File: config.mk
export PLATFORM = sky130hd
export DESIGN_NAME = scsam_top
export DESIGN_NICKNAME = d
export VERILOG_FILES = /design/src/logic/scsam_pkg.sv /design/src/logic/scsam_analog_map.sv /design/src/logic/scsam_top.sv
export SDC_FILE = /design/constraint.sdc
export NUM_CORES = 1
export LEC_CHECK = 0
export BUFFER_PORTS_ARGS = -buffer_cell sky130_fd_sc_hd__buf_2
export CORE_ASPECT_RATIO = 1.25
export CORE_MARGIN = 2
export CORE_UTILIZATION = 50
export CTS_BUF_LIST = sky130_fd_sc_hd__clkbuf_8
export CTS_CLUSTER_DIAMETER = 200
export DETAILED_ROUTE_END_ITERATION = 10
export PLACE_DENSITY = 0.78
export SLEW_MARGIN = 0
export SYNTH_ARGS = -nofsm -noshare
export SYNTH_HDL_FRONTEND = slang
export SYNTH_HIERARCHICAL = 1
export SYNTH_SLANG_ARGS = --single-unit
File: constraint.sdc
create_clock -name sys_clk -period 103.5 [get_ports sys_clk]
set_clock_uncertainty 0.15 [all_clocks]
set_input_delay 31.05 -clock sys_clk [delete_from_list [all_inputs] [get_ports sys_clk]]
set_output_delay 31.05 -clock sys_clk [all_outputs]
set_load 0.02 [all_outputs]
File: src/logic/scsam_pkg.sv
// constants and carrier types for the speed command select and analog map block
//
// Behaviour
// - exactly one of four speed sources is used, picked by the source-select field.
// - select code 00b picks the analog speed-pin level.
// - in analog mode a level at or below the standby-entry level gives zero duty.
// - in analog mode from the standby-exit level to full scale duty rises linearly.
// - in analog mode a level above full scale clamps duty at 100%.
// - a top-speed limit of zero forces the speed reference to zero.
// - analog, pin-duty and pin-frequency sources only work as a standby device.
// - the serial speed word works both as a sleep device and as a standby device.
// - select code 01b picks the pin duty-cycle source.
// - select code 10b picks the serially written speed word.
// - select code 11b picks the pin frequency source.
package scsam_pkg;
  localparam int unsigned DATA_W = 12;
  localparam int unsigned MULT_W = 24;
  localparam logic [DATA_W-1:0] DUTY_FULL = 12'hFFF;
  localparam logic [DATA_W-1:0] DUTY_ZERO = 12'h000;
  localparam logic [DATA_W-1:0] DEF_ENTRY_LEVEL = 12'h0C0;
  localparam logic [DATA_W-1:0] DEF_EXIT_LEVEL = 12'h100;
  localparam logic [DATA_W-1:0] DEF_FULL_SCALE = 12'hE00;
  localparam logic [1:0] SEL_ANALOG = 2'h0;
  localparam logic [1:0] SEL_PIN_DUTY = 2'h1;
  localparam logic [1:0] SEL_SERIAL = 2'h2;
  localparam logic [1:0] SEL_PIN_FREQ = 2'h3;
  localparam logic DEV_STANDBY = 1'h0;
  localparam logic DEV_SLEEP = 1'h1;

  typedef enum logic [1:0] {
    SCSAM_SRC_ANALOG = 2'b00,
    SCSAM_SRC_PIN_DUTY = 2'b01,
    SCSAM_SRC_SERIAL = 2'b10,
    SCSAM_SRC_PIN_FREQ = 2'b11
  } scsam_src_type;

  typedef struct packed {
    logic [DATA_W-1:0] entry_level;
    logic [DATA_W-1:0] exit_level;
    logic [DATA_W-1:0] full_scale;
  } scsam_thresh_type;

  typedef struct packed {
    logic valid;
    logic [DATA_W-1:0] value;
  } scsam_sample_type;
endpackage

File: src/logic/scsam_analog_map.sv
// analog level to duty command map with standby band and full-scale clamp
module scsam_analog_map (
  // clock and control
  input wire logic sys_clk,
  input wire logic srst,
  input wire logic clk_en,
  // conversion in
  input wire scsam_pkg::scsam_sample_type sample,
  input wire scsam_pkg::scsam_thresh_type thresh,
  // duty out
  output logic [scsam_pkg::DATA_W-1:0] duty_reg,
  output logic duty_valid_reg
);
  logic [scsam_pkg::DATA_W-1:0] span;
  logic [scsam_pkg::DATA_W-1:0] offs;
  logic [scsam_pkg::MULT_W-1:0] scaled;
  logic [scsam_pkg::DATA_W-1:0] duty_next;

  // span of one avoids a divide by zero on a bad threshold setting
  assign span = (thresh.full_scale > thresh.exit_level) ?
    scsam_pkg::DATA_W'(thresh.full_scale - thresh.exit_level) : 12'h001;
  assign offs = scsam_pkg::DATA_W'(sample.value - thresh.exit_level);
  assign scaled = (scsam_pkg::MULT_W'(offs) * scsam_pkg::MULT_W'(scsam_pkg::DUTY_FULL))
    / scsam_pkg::MULT_W'(span);

  always_comb begin
    if (sample.value <= thresh.entry_level) begin
      duty_next = scsam_pkg::DUTY_ZERO;
    end else if (sample.value > thresh.full_scale) begin
      duty_next = scsam_pkg::DUTY_FULL;
    end else if (sample.value < thresh.exit_level) begin
      // hysteresis gap between entry and exit stays stopped
      duty_next = scsam_pkg::DUTY_ZERO;
    end else begin
      duty_next = scaled[scsam_pkg::DATA_W-1:0];
    end
  end

  always_ff @(posedge sys_clk) begin
    if (srst) begin
      duty_reg <= scsam_pkg::DUTY_ZERO;
      duty_valid_reg <= 1'h0;
    end else if (clk_en) begin
      duty_valid_reg <= sample.valid;
      if (sample.valid) begin
        duty_reg <= duty_next;
      end
    end
  end
endmodule

File: src/logic/scsam_top.sv
// speed command source selection with analog map and top-speed limit
module scsam_top (
  // clock and control
  input wire logic sys_clk,
  input wire logic srst,
  input wire logic clk_en,
  // configuration
  input wire logic [1:0] source_select,
  input wire logic sleep_capable_select,
  input wire logic [scsam_pkg::DATA_W-1:0] top_speed_limit,
  input wire logic [scsam_pkg::DATA_W-1:0] standby_entry_level,
  input wire logic [scsam_pkg::DATA_W-1:0] standby_exit_level,
  input wire logic [scsam_pkg::DATA_W-1:0] analog_full_scale_level,
  // analog converter
  input wire logic adc_valid,
  input wire logic [scsam_pkg::DATA_W-1:0] adc_level,
  // other sources, already mapped to duty
  input wire logic [scsam_pkg::DATA_W-1:0] pin_duty_cmd,
  input wire logic [scsam_pkg::DATA_W-1:0] pin_freq_cmd,
  input wire logic [scsam_pkg::DATA_W-1:0] serial_speed_word,
  // results
  output logic [scsam_pkg::DATA_W-1:0] duty_cmd_reg,
  output logic [scsam_pkg::DATA_W-1:0] speed_ref_reg,
  output logic source_ok_reg
);
  scsam_pkg::scsam_sample_type sample;
  scsam_pkg::scsam_thresh_type thresh;
  scsam_pkg::scsam_src_type src;
  logic [scsam_pkg::DATA_W-1:0] analog_duty;
  logic analog_valid;
  logic [scsam_pkg::DATA_W-1:0] duty_cmd_next;
  logic [scsam_pkg::DATA_W-1:0] speed_ref_next;
  logic source_ok_next;

  assign sample = '{valid: adc_valid, value: adc_level};
  assign thresh = '{entry_level: standby_entry_level, exit_level: standby_exit_level,
    full_scale: analog_full_scale_level};
  assign src = scsam_pkg::scsam_src_type'(source_select);

  scsam_analog_map u_map (
    .sys_clk(sys_clk),
    .srst(srst),
    .clk_en(clk_en),
    .sample(sample),
    .thresh(thresh),
    .duty_reg(analog_duty),
    .duty_valid_reg(analog_valid)
  );

  // pin sources are refused on a sleep device; only the serial word works there
  always_comb begin
    duty_cmd_next = scsam_pkg::DUTY_ZERO;
    source_ok_next = 1'h0;
    unique case (src)
      scsam_pkg::SCSAM_SRC_ANALOG: begin
        source_ok_next = (sleep_capable_select == scsam_pkg::DEV_STANDBY);
        if (source_ok_next) duty_cmd_next = analog_duty;
      end
      scsam_pkg::SCSAM_SRC_PIN_DUTY: begin
        source_ok_next = (sleep_capable_select == scsam_pkg::DEV_STANDBY);
        if (source_ok_next) duty_cmd_next = pin_duty_cmd;
      end
      scsam_pkg::SCSAM_SRC_SERIAL: begin
        source_ok_next = 1'h1;
        duty_cmd_next = serial_speed_word;
      end
      scsam_pkg::SCSAM_SRC_PIN_FREQ: begin
        source_ok_next = (sleep_capable_select == scsam_pkg::DEV_STANDBY);
        if (source_ok_next) duty_cmd_next = pin_freq_cmd;
      end
    endcase
  end

  // reference follows duty up to top_speed_limit; a zero limit stops it whatever the duty says
  always_comb begin
    if (top_speed_limit == scsam_pkg::DUTY_ZERO) begin
      speed_ref_next = scsam_pkg::DUTY_ZERO;
    end else if (duty_cmd_next > top_speed_limit) begin
      speed_ref_next = top_speed_limit;
    end else begin
      speed_ref_next = duty_cmd_next;
    end
  end

  always_ff @(posedge sys_clk) begin
    if (srst) begin
      duty_cmd_reg <= scsam_pkg::DUTY_ZERO;
      source_ok_reg <= 1'h0;
    end else if (clk_en) begin
      duty_cmd_reg <= duty_cmd_next;
      source_ok_reg <= source_ok_next;
    end
  end

  always_ff @(posedge sys_clk) begin
    if (srst) begin
      speed_ref_reg <= scsam_pkg::DUTY_ZERO;
    end else if (clk_en) begin
      speed_ref_reg <= speed_ref_next;
    end
  end
endmodule

Word level (Yosys, flattened, before mapping):

Index checks and enable logic that the tools add are counted.

* register bits: 37
* latch bits: 0
* RAM bits: 0
* bits in read-only memories: 0
* input bits: 103
* output and inout bits: 25
* logic and storage cells: 32
* memories: 0

* $add $sub $neg: 2
* $mul: 1
* div/mod/pow operators: 1
* magnitude comparators: 5
* equal/unequal tests: 3
* shift operators: 0
* multiplexer cells: 11
* bitwise operators: 1
* reduce and logical (&&, ||, !) cells: 4

Operators by type and width (count)
* 12-bit 2-to-1 mux: 9
* 12-bit one-hot mux with 4 select lines: 1
* 12-bit greater-than comparator: 3
* 24-bit by 12-bit divider with 24-bit output: 1
* 12-bit by 12-bit multiplier with 24-bit output, second input constant: 1
* 12-bit subtractor: 2
* 12-bit <= comparator: 1
* 12-bit zero test: 1
* 12-bit < comparator: 1
* 2-bit == test, second input constant: 2
* 3-bit OR reduction: 1
* 2-bit by 1-bit == test with 1-bit output, second input constant: 1
* 2-bit zero test: 1
* 1-bit one-hot mux with 2 select lines: 1
* 2-bit AND reduction: 1
* 1-bit inverter: 1

Longest topological paths before layout:

Gate-level depths: netlist of the first run.

* depth in word-level cells: 6
* gate-level depth with buffers: 363
* mapped depth without buffers: 334

Hierarchy:

The synthesis of the first run kept the hierarchy.

By module, submodules not included
* scsam_analog_map: times used 1, cells an instance 2477, area each 18307.6 um2, sequential area each 260.2 um2
* scsam_top: times used 1, cells an instance 242, area each 2021.9 um2, sequential area each 500.5 um2

Worst setup path before layout of the first run:

No wires, ideal clock.

* path type: input port to flip-flop
* start point: input adc_level[0] (netlist bit)
* end point: register u_map/duty_reg[0] (netlist bit)
* library setup time: 0.125 ns
* arrival: 97.345 ns
* required time: 103.225 ns
* slack: 5.880 ns
* stages on the path: 350
* path buffers: 30
* cell sequence: inv_1 > ha_1 > inv_1 > fa_1 > a21o_1 > nand3_1 > a21oi_1 > o311ai_1 > inv_1 > xnor2_1 > ha_1 > fa_1 > fa_1 > fa_1 > inv_1 > fa_1 > inv_1 > ha_1 > [... 314 more ...] > a21o_1 > a21o_1 > a21oi_1 > nor2b_1 > o21ai_0 > nand2b_1 > a21oi_1 > nor2b_1 > o21ai_0 > nand2b_1 > a21oi_1 > nor2b_1 > o21ai_0 > nand3_1 > nor2_1 > o211a_1 > o211ai_1 > o41a_1

* longest elaborated chain between the ends: 6
* elaborated cells on any way between the ends: 9
* those cells by class: 1 x add/sub; 1 x mul; 1 x div; 3 x order compare; 3 x mux

Ends and longest elaborated chain
* start: declaration: RTL line scsam_top.sv:16 `input wire logic [scsam_pkg::DATA_W-1:0] adc_level,`
* 12-bit subtractor: RTL line scsam_analog_map.sv:22 `assign offs = scsam_pkg::DATA_W'(sample.value - thresh.exit_level);`
* 12-bit by 12-bit multiplier with 24-bit output: RTL line scsam_analog_map.sv:23 `assign scaled = (scsam_pkg::MULT_W'(offs) * scsam_pkg::MULT_W'(scsam_pkg::DUTY_FULL))`
* 24-bit by 12-bit divider with 24-bit output: RTL line scsam_analog_map.sv:24 `/ scsam_pkg::MULT_W'(span);`
* 12-bit 2-to-1 mux: RTL line scsam_analog_map.sv:31 `end else if (sample.value < thresh.exit_level) begin`
* 12-bit 2-to-1 mux: RTL line scsam_analog_map.sv:29 `end else if (sample.value > thresh.full_scale) begin`
* 12-bit 2-to-1 mux *: RTL line scsam_analog_map.sv:27 `if (sample.value <= thresh.entry_level) begin`
* end signal: assignment: RTL line scsam_analog_map.sv:41 `duty_reg <= scsam_pkg::DUTY_ZERO;`
* end signal: assignment: RTL line scsam_analog_map.sv:46 `duty_reg <= duty_next;`
* end: declaration: RTL line scsam_analog_map.sv:11 `output logic [scsam_pkg::DATA_W-1:0] duty_reg,`

Mark *: on every way between the ends. The rest lies on a longest branch, timed or not.
A chain may end at the register's enable or synchronous reset.

Final worst setup path of the first run:

* start point: input standby_exit_level[1] (netlist bit)
* end point: register u_map/duty_reg[0] (netlist bit)

* longest elaborated chain between the ends: 6
* elaborated cells on any way between the ends: 10
* those cells by class: 2 x add/sub; 1 x mul; 1 x div; 2 x order compare; 4 x mux

Ends and longest elaborated chain
* start: declaration: RTL line scsam_top.sv:12 `input wire logic [scsam_pkg::DATA_W-1:0] standby_exit_level,`
* 12-bit subtractor, or another cell as far along: RTL line scsam_analog_map.sv:22
* 12-bit by 12-bit multiplier with 24-bit output / 12-bit 2-to-1 mux (equally long branches): RTL line scsam_analog_map.sv:23, scsam_analog_map.sv:20
* 24-bit by 12-bit divider with 24-bit output: RTL line scsam_analog_map.sv:24
* 12-bit 2-to-1 mux *: RTL line scsam_analog_map.sv:31
* 12-bit 2-to-1 mux *: RTL line scsam_analog_map.sv:29
* 12-bit 2-to-1 mux *: RTL line scsam_analog_map.sv:27

Marked as above.

==> impl_results.md, run 1 <==
* Status: complete, no violations
* Avg Inst Size Synth at 7.47 µm²
* Critical Path Fanout Max at 23
* Total GRT Usage at 0.315
* Finished Core Util at 0.546
* IO Pins at 128
* Via-per-instance ratio at 6.42
* Synthesis-to-finish area growth at 7.90%
* # setup viols final at 0
* First-pass GRT wire length at 108000 µm
* Core Region at 0.0401 mm²
* Clock Path Buffers at 2
* Filler cells at roughly 3800
* Worst skew pair latency at approximately 0.35 ns
* R2R Path Start: u_map/duty_reg[7]
* # rows at 82
* CP Capture Type: register
* Routed wire per std cell at 20.2 µm
* First-pass iteration count of the detailed router at 6
* Die X at ~180 µm
* Clock tree root driver cell: clkbuf_8
* Vias in the first global route at between 20000 and 25000
* CTS sink count at 37
* Hold slack at 0.303 ns
* Gpl congestion at roughly 1.0
* CP Launch Type: input port
* MaxCap Viol Count at 0
* Post-layout min period at 98.66 ns
* Largest net degree at the start of global routing at 38
* Worst-margin pin slew at ~1.0 ns
* Post-synth net total at about 3200
* Htree depth at 2
* Global route overflow at 0
* Slew HR at 0.302
* Worst Path Arrival at 98.76 ns
* Achievable Freq at 10.1 MHz
* DR DRC count at 0
* Die area at ~0.042 mm²
* Routed Antenna Nets at 0
* Clock slew at reported path FFs at roughly 0.11 ns
* Initial antenna violation count at 0
* Cell count after synthesis at around 2700
* Max-slew violations at 0
* Cell mode on critical path: o21a_1
* Starting Density at 0.506
* Hold Vio Cnt, Final at 0
* CTS buffer count at 5
* Die height at 229 µm
* # diodes at 0
* DRT iter0 DRCs at about 1700
* Min-delay worst type: register to register
* Max stage delay on crit path at about 0.6 ns
* Final worst path period share at 0.953
* HPWL Detailed at around 55000 µm
* Mapped Area at about 0.020 mm²
* Worst EP required at 103.60 ns
* Placed cells at 3328
* Ys Warns at 6
* Crit path buffers/inverters at 15
* Fraction of layout cells with a size suffix above 1 at 0.129
* Seq. cell area at ~740 µm²
* Non-Filler Instances at 3360
* Worst Setup SP: standby_exit_level[1]
* Final wirelength at 68000 µm
* Slowest library cell on the worst path: fa_1
* Port bufs at approximately 130
* CP Class: input port to register
* Top delay family on crit path: compound AO/OA/AOI/OAI gates
* Nets at approximately 3300
* Multi-input gate area at 0.0186 mm²
* Total number of vias at 21600
* CTS tree: done
* Min-delay src: speed_ref_reg[3]
## placed cells by master, fill, tap and decap left out, types with 25 or more instances in the layout
| cell type | instances |
|---|---|
| nand4_1 | 38 |
| fa_1 | 51 |
| a211oi_1 | 29 |
| xnor2_1 | 76 |
| nand2_1 | 190 |
| o21ai_0 | 101 |
| or3_1 | 25 |
| nand2b_1 | 34 |
| o211ai_1 | 31 |
| mux2_2 | 42 |
| nor2b_1 | 38 |
| buf_2 | 127 |
| dfxtp_1 | 37 |
| a21oi_1 | 153 |
| nor3_1 | 138 |
| ha_1 | 354 |
| o21a_1 | 129 |
| buf_4 | 44 |
| nand3_1 | 40 |
| mux2i_1 | 45 |
| o31ai_1 | 100 |
| a21o_1 | 64 |
| nor2_1 | 221 |
| xor2_1 | 57 |
| inv_1 | 199 |
| o21ai_1 | 34 |
## path summary, 6_finish.rpt
| check | to | slack [ns] | cells after the start |
|---|---|---|---|
| worst min-delay path | speed_ref_reg[3] | 0.30 | 2 |
| worst max-delay path | u_map/duty_reg[0] | 4.84 | 331 |
| worst max register to register | speed_ref_reg[8] | 99.86 | 8 |
| worst min register to register | speed_ref_reg[3] | 0.30 | 2 |
## routing by layer
layer,track usage,share of wire
met4,0.150,0.054
met1,0.389,0.41
met3,0.0504,0.078
met2,0.532,0.46
met5,0,0
## stage by stage
stage	instance area (µm²)	worst slack, ns	TNS [ns]
4_1_cts	21500	0.129	0
3_5_place_dp	21400	-0.198	-0.198
3_3_place_gp	21400	2.00	0
6_report	21900	4.84	0
5_1_grt	21900	-0.267	-0.267
2_1_floorplan	20300	5.88	0
## timing repair
item,in CTS,in global routing
resized for setup,1,58
hold buffers,0,0
buffers inserted,0,22
gates cloned,0,3
setup endpoints to repair,1,3
pin swaps,0,7
## area by class of cell
| class | count | share of cell area |
|---|---|---|
| Clock buffer | 6 | 0.00377 |
| Clock inverter | 1 | 0.000343 |
| Timing Repair Buffer | 172 | 0.0450 |
| Sequential cell | 37 | 0.0338 |
| Timing Repair inverter | 1 | 0.000229 |
| Tap cell | 546 | 0.0312 |
| Inverter | 202 | 0.0350 |
| Multi-Input combinational cell | 2395 | 0.851 |
## worst reg2reg max path, stage by stage (launching register included)
cell and delay [ns]:
dfxtp_1 0.33, mux2i_1 0.55, o21ai_1 0.30, ha_1 0.38
a21oi_1 0.14, o21ai_1 0.13, a221o_1 0.56, o31ai_1 0.79
o31ai_1 0.15
Power of run 1 is left out: the tool's default activity adds up to more than one toggle a clock period on the data nets, which glitch-free logic cannot reach.
==> run 2, diff against run 1 <==
Settings changed: CORE_UTILIZATION 50 to 65, PLACE_DENSITY 0.78 to 0.95, REMOVE_ABC_BUFFERS set to 1.
==> run 2 against run 1 <==
Register-to-register slack better by 0.47 ns. Count of clock-buffer cells in the layout fell by 1. Global-route usage grew 9.4 points. Core utilization grew 16 points. Die area shrank 23%. Flip-flop and latch count did not move. Fmax down 1.0%. Hold slack better by 0.0048 ns. Sequential share of layout area barely moved. Non-clock buffer count did not move.
==> impl_results.md, run 2 (synthesis gave the netlist of run 1 again) <==
* Min-delay worst type: register to register
* Min-delay src: speed_ref_reg[1]
* Max stage delay on crit path at 0.60 ns (about the same)
* Initial antenna violation count at 0 (unchanged)
* CP Launch Type: input port
* Fraction of layout cells with a size suffix above 1 at 0.129 (unchanged)
* Clock slew at reported path FFs at 0.11 ns (about the same)
* Largest net degree at the start of global routing at 38 (unchanged)
* Synthesis-to-finish area growth at 7.03%
* IO Pins at 128 (unchanged)
* Gpl congestion at 1.04 (+4.1%)
* Hold buffers post-CTS at 0 (unchanged)
* CTS buffer count at 5 (unchanged)
* Total number of vias at 22300 (+3.5%)
* Die X at 162 µm (-12%)
* Commonest non-fill, non-tap cell in the layout: ha_1
* # rows at 72 (-12%)
* Critical Path Fanout Max at 25 (+8.7%)
* Hold endpoint: speed_ref_reg[1]
* CTS sink count at 37 (unchanged)
* Routed wire per std cell at 21.8 µm (+7.7%)
* Slew HR at 0.206 (-0.0955)
* Die height at 202 µm (-12%)
* Worst-margin pin slew at 1.19 ns (+0.146 ns)
* Met2 usage at 0.709 (+0.177)
* First-pass GRT wire length at 108000 µm (+0.47%)
* Filler cells at 2531 (-34%)
* Die area at 0.0327 mm² (-23%)
* CP Capture Type: register
* Setup WS pre-CTS at -0.669 ns (-0.471 ns)
* MaxCap Viol Count at 0 (unchanged)
* Worst EP required at 103.59 ns (about the same)
* Slowest library cell on the worst path: fa_1
* Achievable Freq at 10.0 MHz (-1.0%)
* Placed Area at 0.0212 mm² (-0.71%)
* Clock tree root driver cell: clkbuf_8
* Worst Path Arrival at 99.78 ns (+1.02 ns)
* Post-layout min period at 99.70 ns (+1.04 ns)
* Reg2reg end: speed_ref_reg[2]
* R2R Path Start: u_map/duty_reg[1]
* Hold Vio Cnt, Final at 0 (unchanged)
* Via-per-instance ratio at 6.94 (+8.0%)
* Nets at 3321 (-0.030%)
* CTS tree: done
* Vias in the first global route at 21800 (+3.7%)
* Final Instance Area at 0.0217 mm² (-0.80%)
* Cell count of the worst hold path at 2 (unchanged)
* CP Class: input port to register
* First-pass iteration count of the detailed router at 7 (+1)
* Core Region at 0.0308 mm² (-23%)
* Finished Core Util at 0.705 (+0.159)
* GR Util met1 at 0.455 (+0.0664)
* Starting Density at 0.659 (+0.153)
* Cell mode on critical path: o21a_1
* Met3 Usage GRT at 0.0734 (+0.0230)
* DRT iter0 DRCs at 1967 (+17%)
* Final worst path period share at 0.963 (+0.0100)
* Routed Antenna Nets at 0 (unchanged)
* Status: complete, no violations
* Global route overflow at 0 (unchanged)
* Commonest non-fill, non-tap cells in the layout: 354 x ha_1, 223 x nor2_1, 199 x inv_1, 191 x nand2_1, 153 x a21oi_1
* Final WS setup at 3.80 ns (-1.04 ns)
* Gr busiest metal: met2
* # diodes at 0 (unchanged)
* Clock Path Buffers at 2 (unchanged)
* Worst Reg2Reg Path Length in Cells at 8 (unchanged)
* R2R Setup Slk at 100.33 ns (+0.47 ns)
* Max-slew violations at 0 (unchanged)
* DR DRC count at 0 (unchanged)
* TNS Setup at 0 ns (unchanged)
* HPWL Detailed at 56700 µm (+3.0%)
* # setup viols final at 0 (unchanged)
* Htree depth at 2 (unchanged)
* Worst skew pair latency at 0.34 ns (about the same)
* Total GRT Usage at 0.409 (+0.0939)
* Port bufs at 127 (unchanged)
* Final wirelength at 70200 µm (+3.3%)
==> run 2: worst max-delay path by stage <==
stage	slack (ns)	to	start
5_1_grt	-0.19	u_map/duty_reg[0]	standby_exit_level[1]
3_3_place_gp	2.27	u_map/duty_reg[0]	adc_level[0]
3_5_place_dp	-0.67	u_map/duty_reg[0]	adc_level[0]
6_report	3.80	u_map/duty_reg[0]	standby_exit_level[1]
4_1_cts	0.04	u_map/duty_reg[0]	adc_level[0]
2_1_floorplan	6.84	u_map/duty_reg[0]	adc_level[0]
==> run 2: critical path, delay by kind of cell <==
family | cells | cell delay (ns)
and+or+nand+nor | 86 | 16.67
xor gates and xnor gates | 3 | 0.88
AOI/OAI and AO/OA | 184 | 36.58
adders and majority gates | 31 | 10.23
buffers and inverters | 16 | 2.41
muxes | 5 | 1.79
==> run 2: layer usage <==
| layer | share of wire | vias to the layer above |
|---|---|---|
| met2 | 0.47 | 1223 |
| met1 | 0.37 | 10400 |
| met3 | 0.089 | 366 |
| met4 | 0.075 | 0 |
| li1 | - | 10400 |
| met5 | 0 | - |
==> run 2: per-stage QoR <==
stage               std cells  hold slack, ns
floorplan                2632           0.328
global placement         3191           0.278
detailed placement       3191           0.290
CTS                      3199           0.310
global route             3221           0.323
finish                   3221           0.308
==> run 2: repair_timing <==
action,in CTS,in global routing
pin swaps,0,7
setup buffers,0,20
gates cloned,0,2
gates resized for setup,2,55
endpoints found under the setup margin,1,2
==> run 2: cell type report <==
cell class | instances | area (µm²) | area share
Inverter | 202 | 766 | 0.0352
Multi-Input combinational cell | 2394 | 18600 | 0.858
Clock inverter | 3 | 17.5 | 0.000806
Timing Repair Buffer | 172 | 973 | 0.0448
Tap cell | 407 | 509 | 0.0234
Sequential cell | 37 | 741 | 0.0341
Clock buffer | 5 | 68.8 | 0.00317
Timing Repair inverter | 1 | 5.00 | 0.000230
Power of run 2 is left out for the same reason.
==> run 3, diff against run 2 <==
Settings changed: REMOVE_ABC_BUFFERS 1 to unset.
==> run 3 against run 2 <==
Fmax grew 0.39%. Register-to-register slack lost 0.02 ns. Wire length shrank 9.0%. Sequential share of layout area is essentially flat. Via count shrank 1.2%. Global-route usage shrank 3.6 points. Critical path depth is the same. Core utilization is essentially flat. First-iteration DRC count shrank 1.9%. Critical path type unchanged. Critical endpoint unchanged.
==> impl_results.md, run 3 (synthesis gave the netlist of run 1 again) <==
* Clock tree root driver cell: clkbuf_8
* Filler cells at 2549 (+0.71%)
* Slowest library cell on the worst path: fa_1
* Reg2reg end: speed_ref_reg[1]
* Max stage delay on crit path at 0.59 ns (about the same)
* # setup viols final at 0 (unchanged)
* Core Region at 0.0308 mm² (unchanged)
* Largest net degree at the start of global routing at 38 (unchanged)
* Global route overflow at 0 (unchanged)
* Total number of vias at 22100 (-1.2%)
* R2R Setup Slk at 100.31 ns (-0.02 ns)
* Vias in the first global route at 21300 (-2.3%)
* Status: complete, no violations
* Initial antenna violation count at 0 (unchanged)
* Gpl congestion at 1.03 (-1.5%)
* Clock slew at reported path FFs at 0.08 ns (-0.03 ns)
* Htree depth at 2 (unchanged)
* Via-per-instance ratio at 6.85 (-1.3%)
* Port bufs at 127 (unchanged)
* MaxCap Viol Count at 0 (unchanged)
* First-pass iteration count of the detailed router at 8 (+1)
* Commonest non-fill, non-tap cell in the layout: ha_1
* Achievable Freq at 10.1 MHz (+0.39%)
* Hold Vio Cnt, Final at 0 (unchanged)
* Critical Path Fanout Max at 26 (+4.0%)
* Final worst path period share at 0.960 (-0.00372)
* Final wirelength at 63900 µm (-9.0%)
* Die height at 202 µm (unchanged)
* Synthesis-to-finish area growth at 7.06% (about the same)
* Commonest non-fill, non-tap cells in the layout: 354 x ha_1, 219 x nor2_1, 200 x inv_1, 191 x nand2_1, 155 x a21oi_1
* Worst-margin pin slew at 1.13 ns (-0.0563 ns)
* HPWL Detailed at 51500 µm (-9.2%)
* CP Class: input port to register
* CP Launch Type: input port
* DRT iter0 DRCs at 1930 (-1.9%)
* Non-Filler Instances at 3222 (+0.031%)
* R2R Path Start: u_map/duty_reg[5]
* Slew HR at 0.234 (+0.0279)
* # rows at 72 (unchanged)
* IO Pins at 128 (unchanged)
* First-pass GRT wire length at 102000 µm (-6.1%)
* Worst EP required at 103.55 ns (-0.04 ns)
* Cell count of the worst hold path at 2 (unchanged)
* CP Capture Type: register
* Worst skew pair latency at 0.31 ns (-0.03 ns)
* Max-slew violations at 0 (unchanged)
* Placed cells at 3184 (-0.22%)
* Starting Density at 0.659 (unchanged)
* Worst Path Arrival at 99.36 ns (-0.42 ns)
* # diodes at 0 (unchanged)
* Die X at 162 µm (unchanged)
* Die area at 0.0327 mm² (unchanged)
* Post-layout min period at 99.31 ns (-0.385 ns)
* Hold endpoint: speed_ref_reg[4]
* CTS tree: done
* CTS buffer count at 5 (unchanged)
* Routed Antenna Nets at 0 (unchanged)
* Min-delay src: speed_ref_reg[4]
* Cell mode on critical path: o21a_1
* Fraction of layout cells with a size suffix above 1 at 0.128 (-0.000756)
* Clock Path Buffers at 2 (unchanged)
* DR DRC count at 0 (unchanged)
* Nets at 3322 (+0.030%)
* Worst Reg2Reg Path Length in Cells at 8 (unchanged)
* CTS sink count at 37 (unchanged)
* Min-delay worst type: register to register
* Routed wire per std cell at 19.8 µm (-9.0%)
* Total GRT Usage at 0.373 (-0.0359)
## run 3: cell count changes in the layout (fill, tap and decap cells not counted), moves of 2 or more
cell	change
o31ai_2	-2
o31ai_1	+2
nor2_1	-4
buf_4	-2
xnor2_2	-6
a21oi_1	+2
o21ai_2	+2
a21oi_2	-2
xnor2_1	+6
nor2_2	+4
clkinv_2	-2
nor4_2	+2
## run 3: routing by layer
layer  up-vias  routed length [µm]  global-route usage
met5         -                   0                   0
met4         0                4690               0.239
met3       349                4640              0.0383
met2      1155               30200               0.657
met1     10200               24400               0.427
li1      10300                   -                   -
## run 3: critical path: cells and delay by family
family,cells,cell delay [ns]
buf+inv,16,2.08
simple gates,84,15.17
mux,6,1.88
xor+xnor,3,0.92
fa+ha+maj,31,10.13
compound gates,185,38.00
## run 3: how the worst max path moves through the flow
| stage | startpoint | to | cells after the start |
|---|---|---|---|
| final | standby_exit_level[1] | u_map/duty_reg[0] | 325 |
| after global routing | standby_exit_level[1] | u_map/duty_reg[0] | 330 |
| after CTS | adc_level[0] | u_map/duty_reg[0] | 323 |
| after detailed placement | adc_level[0] | u_map/duty_reg[0] | 323 |
| after global placement | adc_level[0] | u_map/duty_reg[0] | 324 |
| after floorplan | adc_level[0] | u_map/duty_reg[0] | 350 |
## run 3: area by class of cell
type,instances,area [µm²],share of cell area
multi-input cells,2396,18600,0.857
inverters,202,766,0.0352
clock inverters,3,46.3,0.00213
well taps,407,509,0.0234
flip-flops and latches,37,741,0.0341
repair buffers,171,978,0.0450
repair inverters,1,5.00,0.000230
clock buffers,5,68.8,0.00317
## run 3: repair_timing
item | in CTS | in global routing
hold buffers | 0 | 0
pin swaps | 0 | 9
resized for setup | 2 | 51
setup buffers | 0 | 26
setup endpoints to repair | 1 | 3
cloned | 0 | 4
## run 3: metrics by stage
| stage | hold slack, ns | util | area (µm²) | TNS, ns | setup slack (ns) |
|---|---|---|---|---|---|
| after floorplan | 0.327 | - | 20300 | 0 | 5.88 |
| after global placement | 0.279 | 0.687 | 21200 | 0 | 2.16 |
| after detailed placement | 0.284 | 0.687 | 21200 | -0.440 | -0.440 |
| after CTS | 0.302 | 0.691 | 21300 | 0 | 0.0696 |
| after global routing | 0.347 | 0.705 | 21700 | -0.307 | -0.307 |
| final | 0.302 | 0.705 | 21700 | 0 | 4.19 |
Power of run 3 is left out for the same reason.
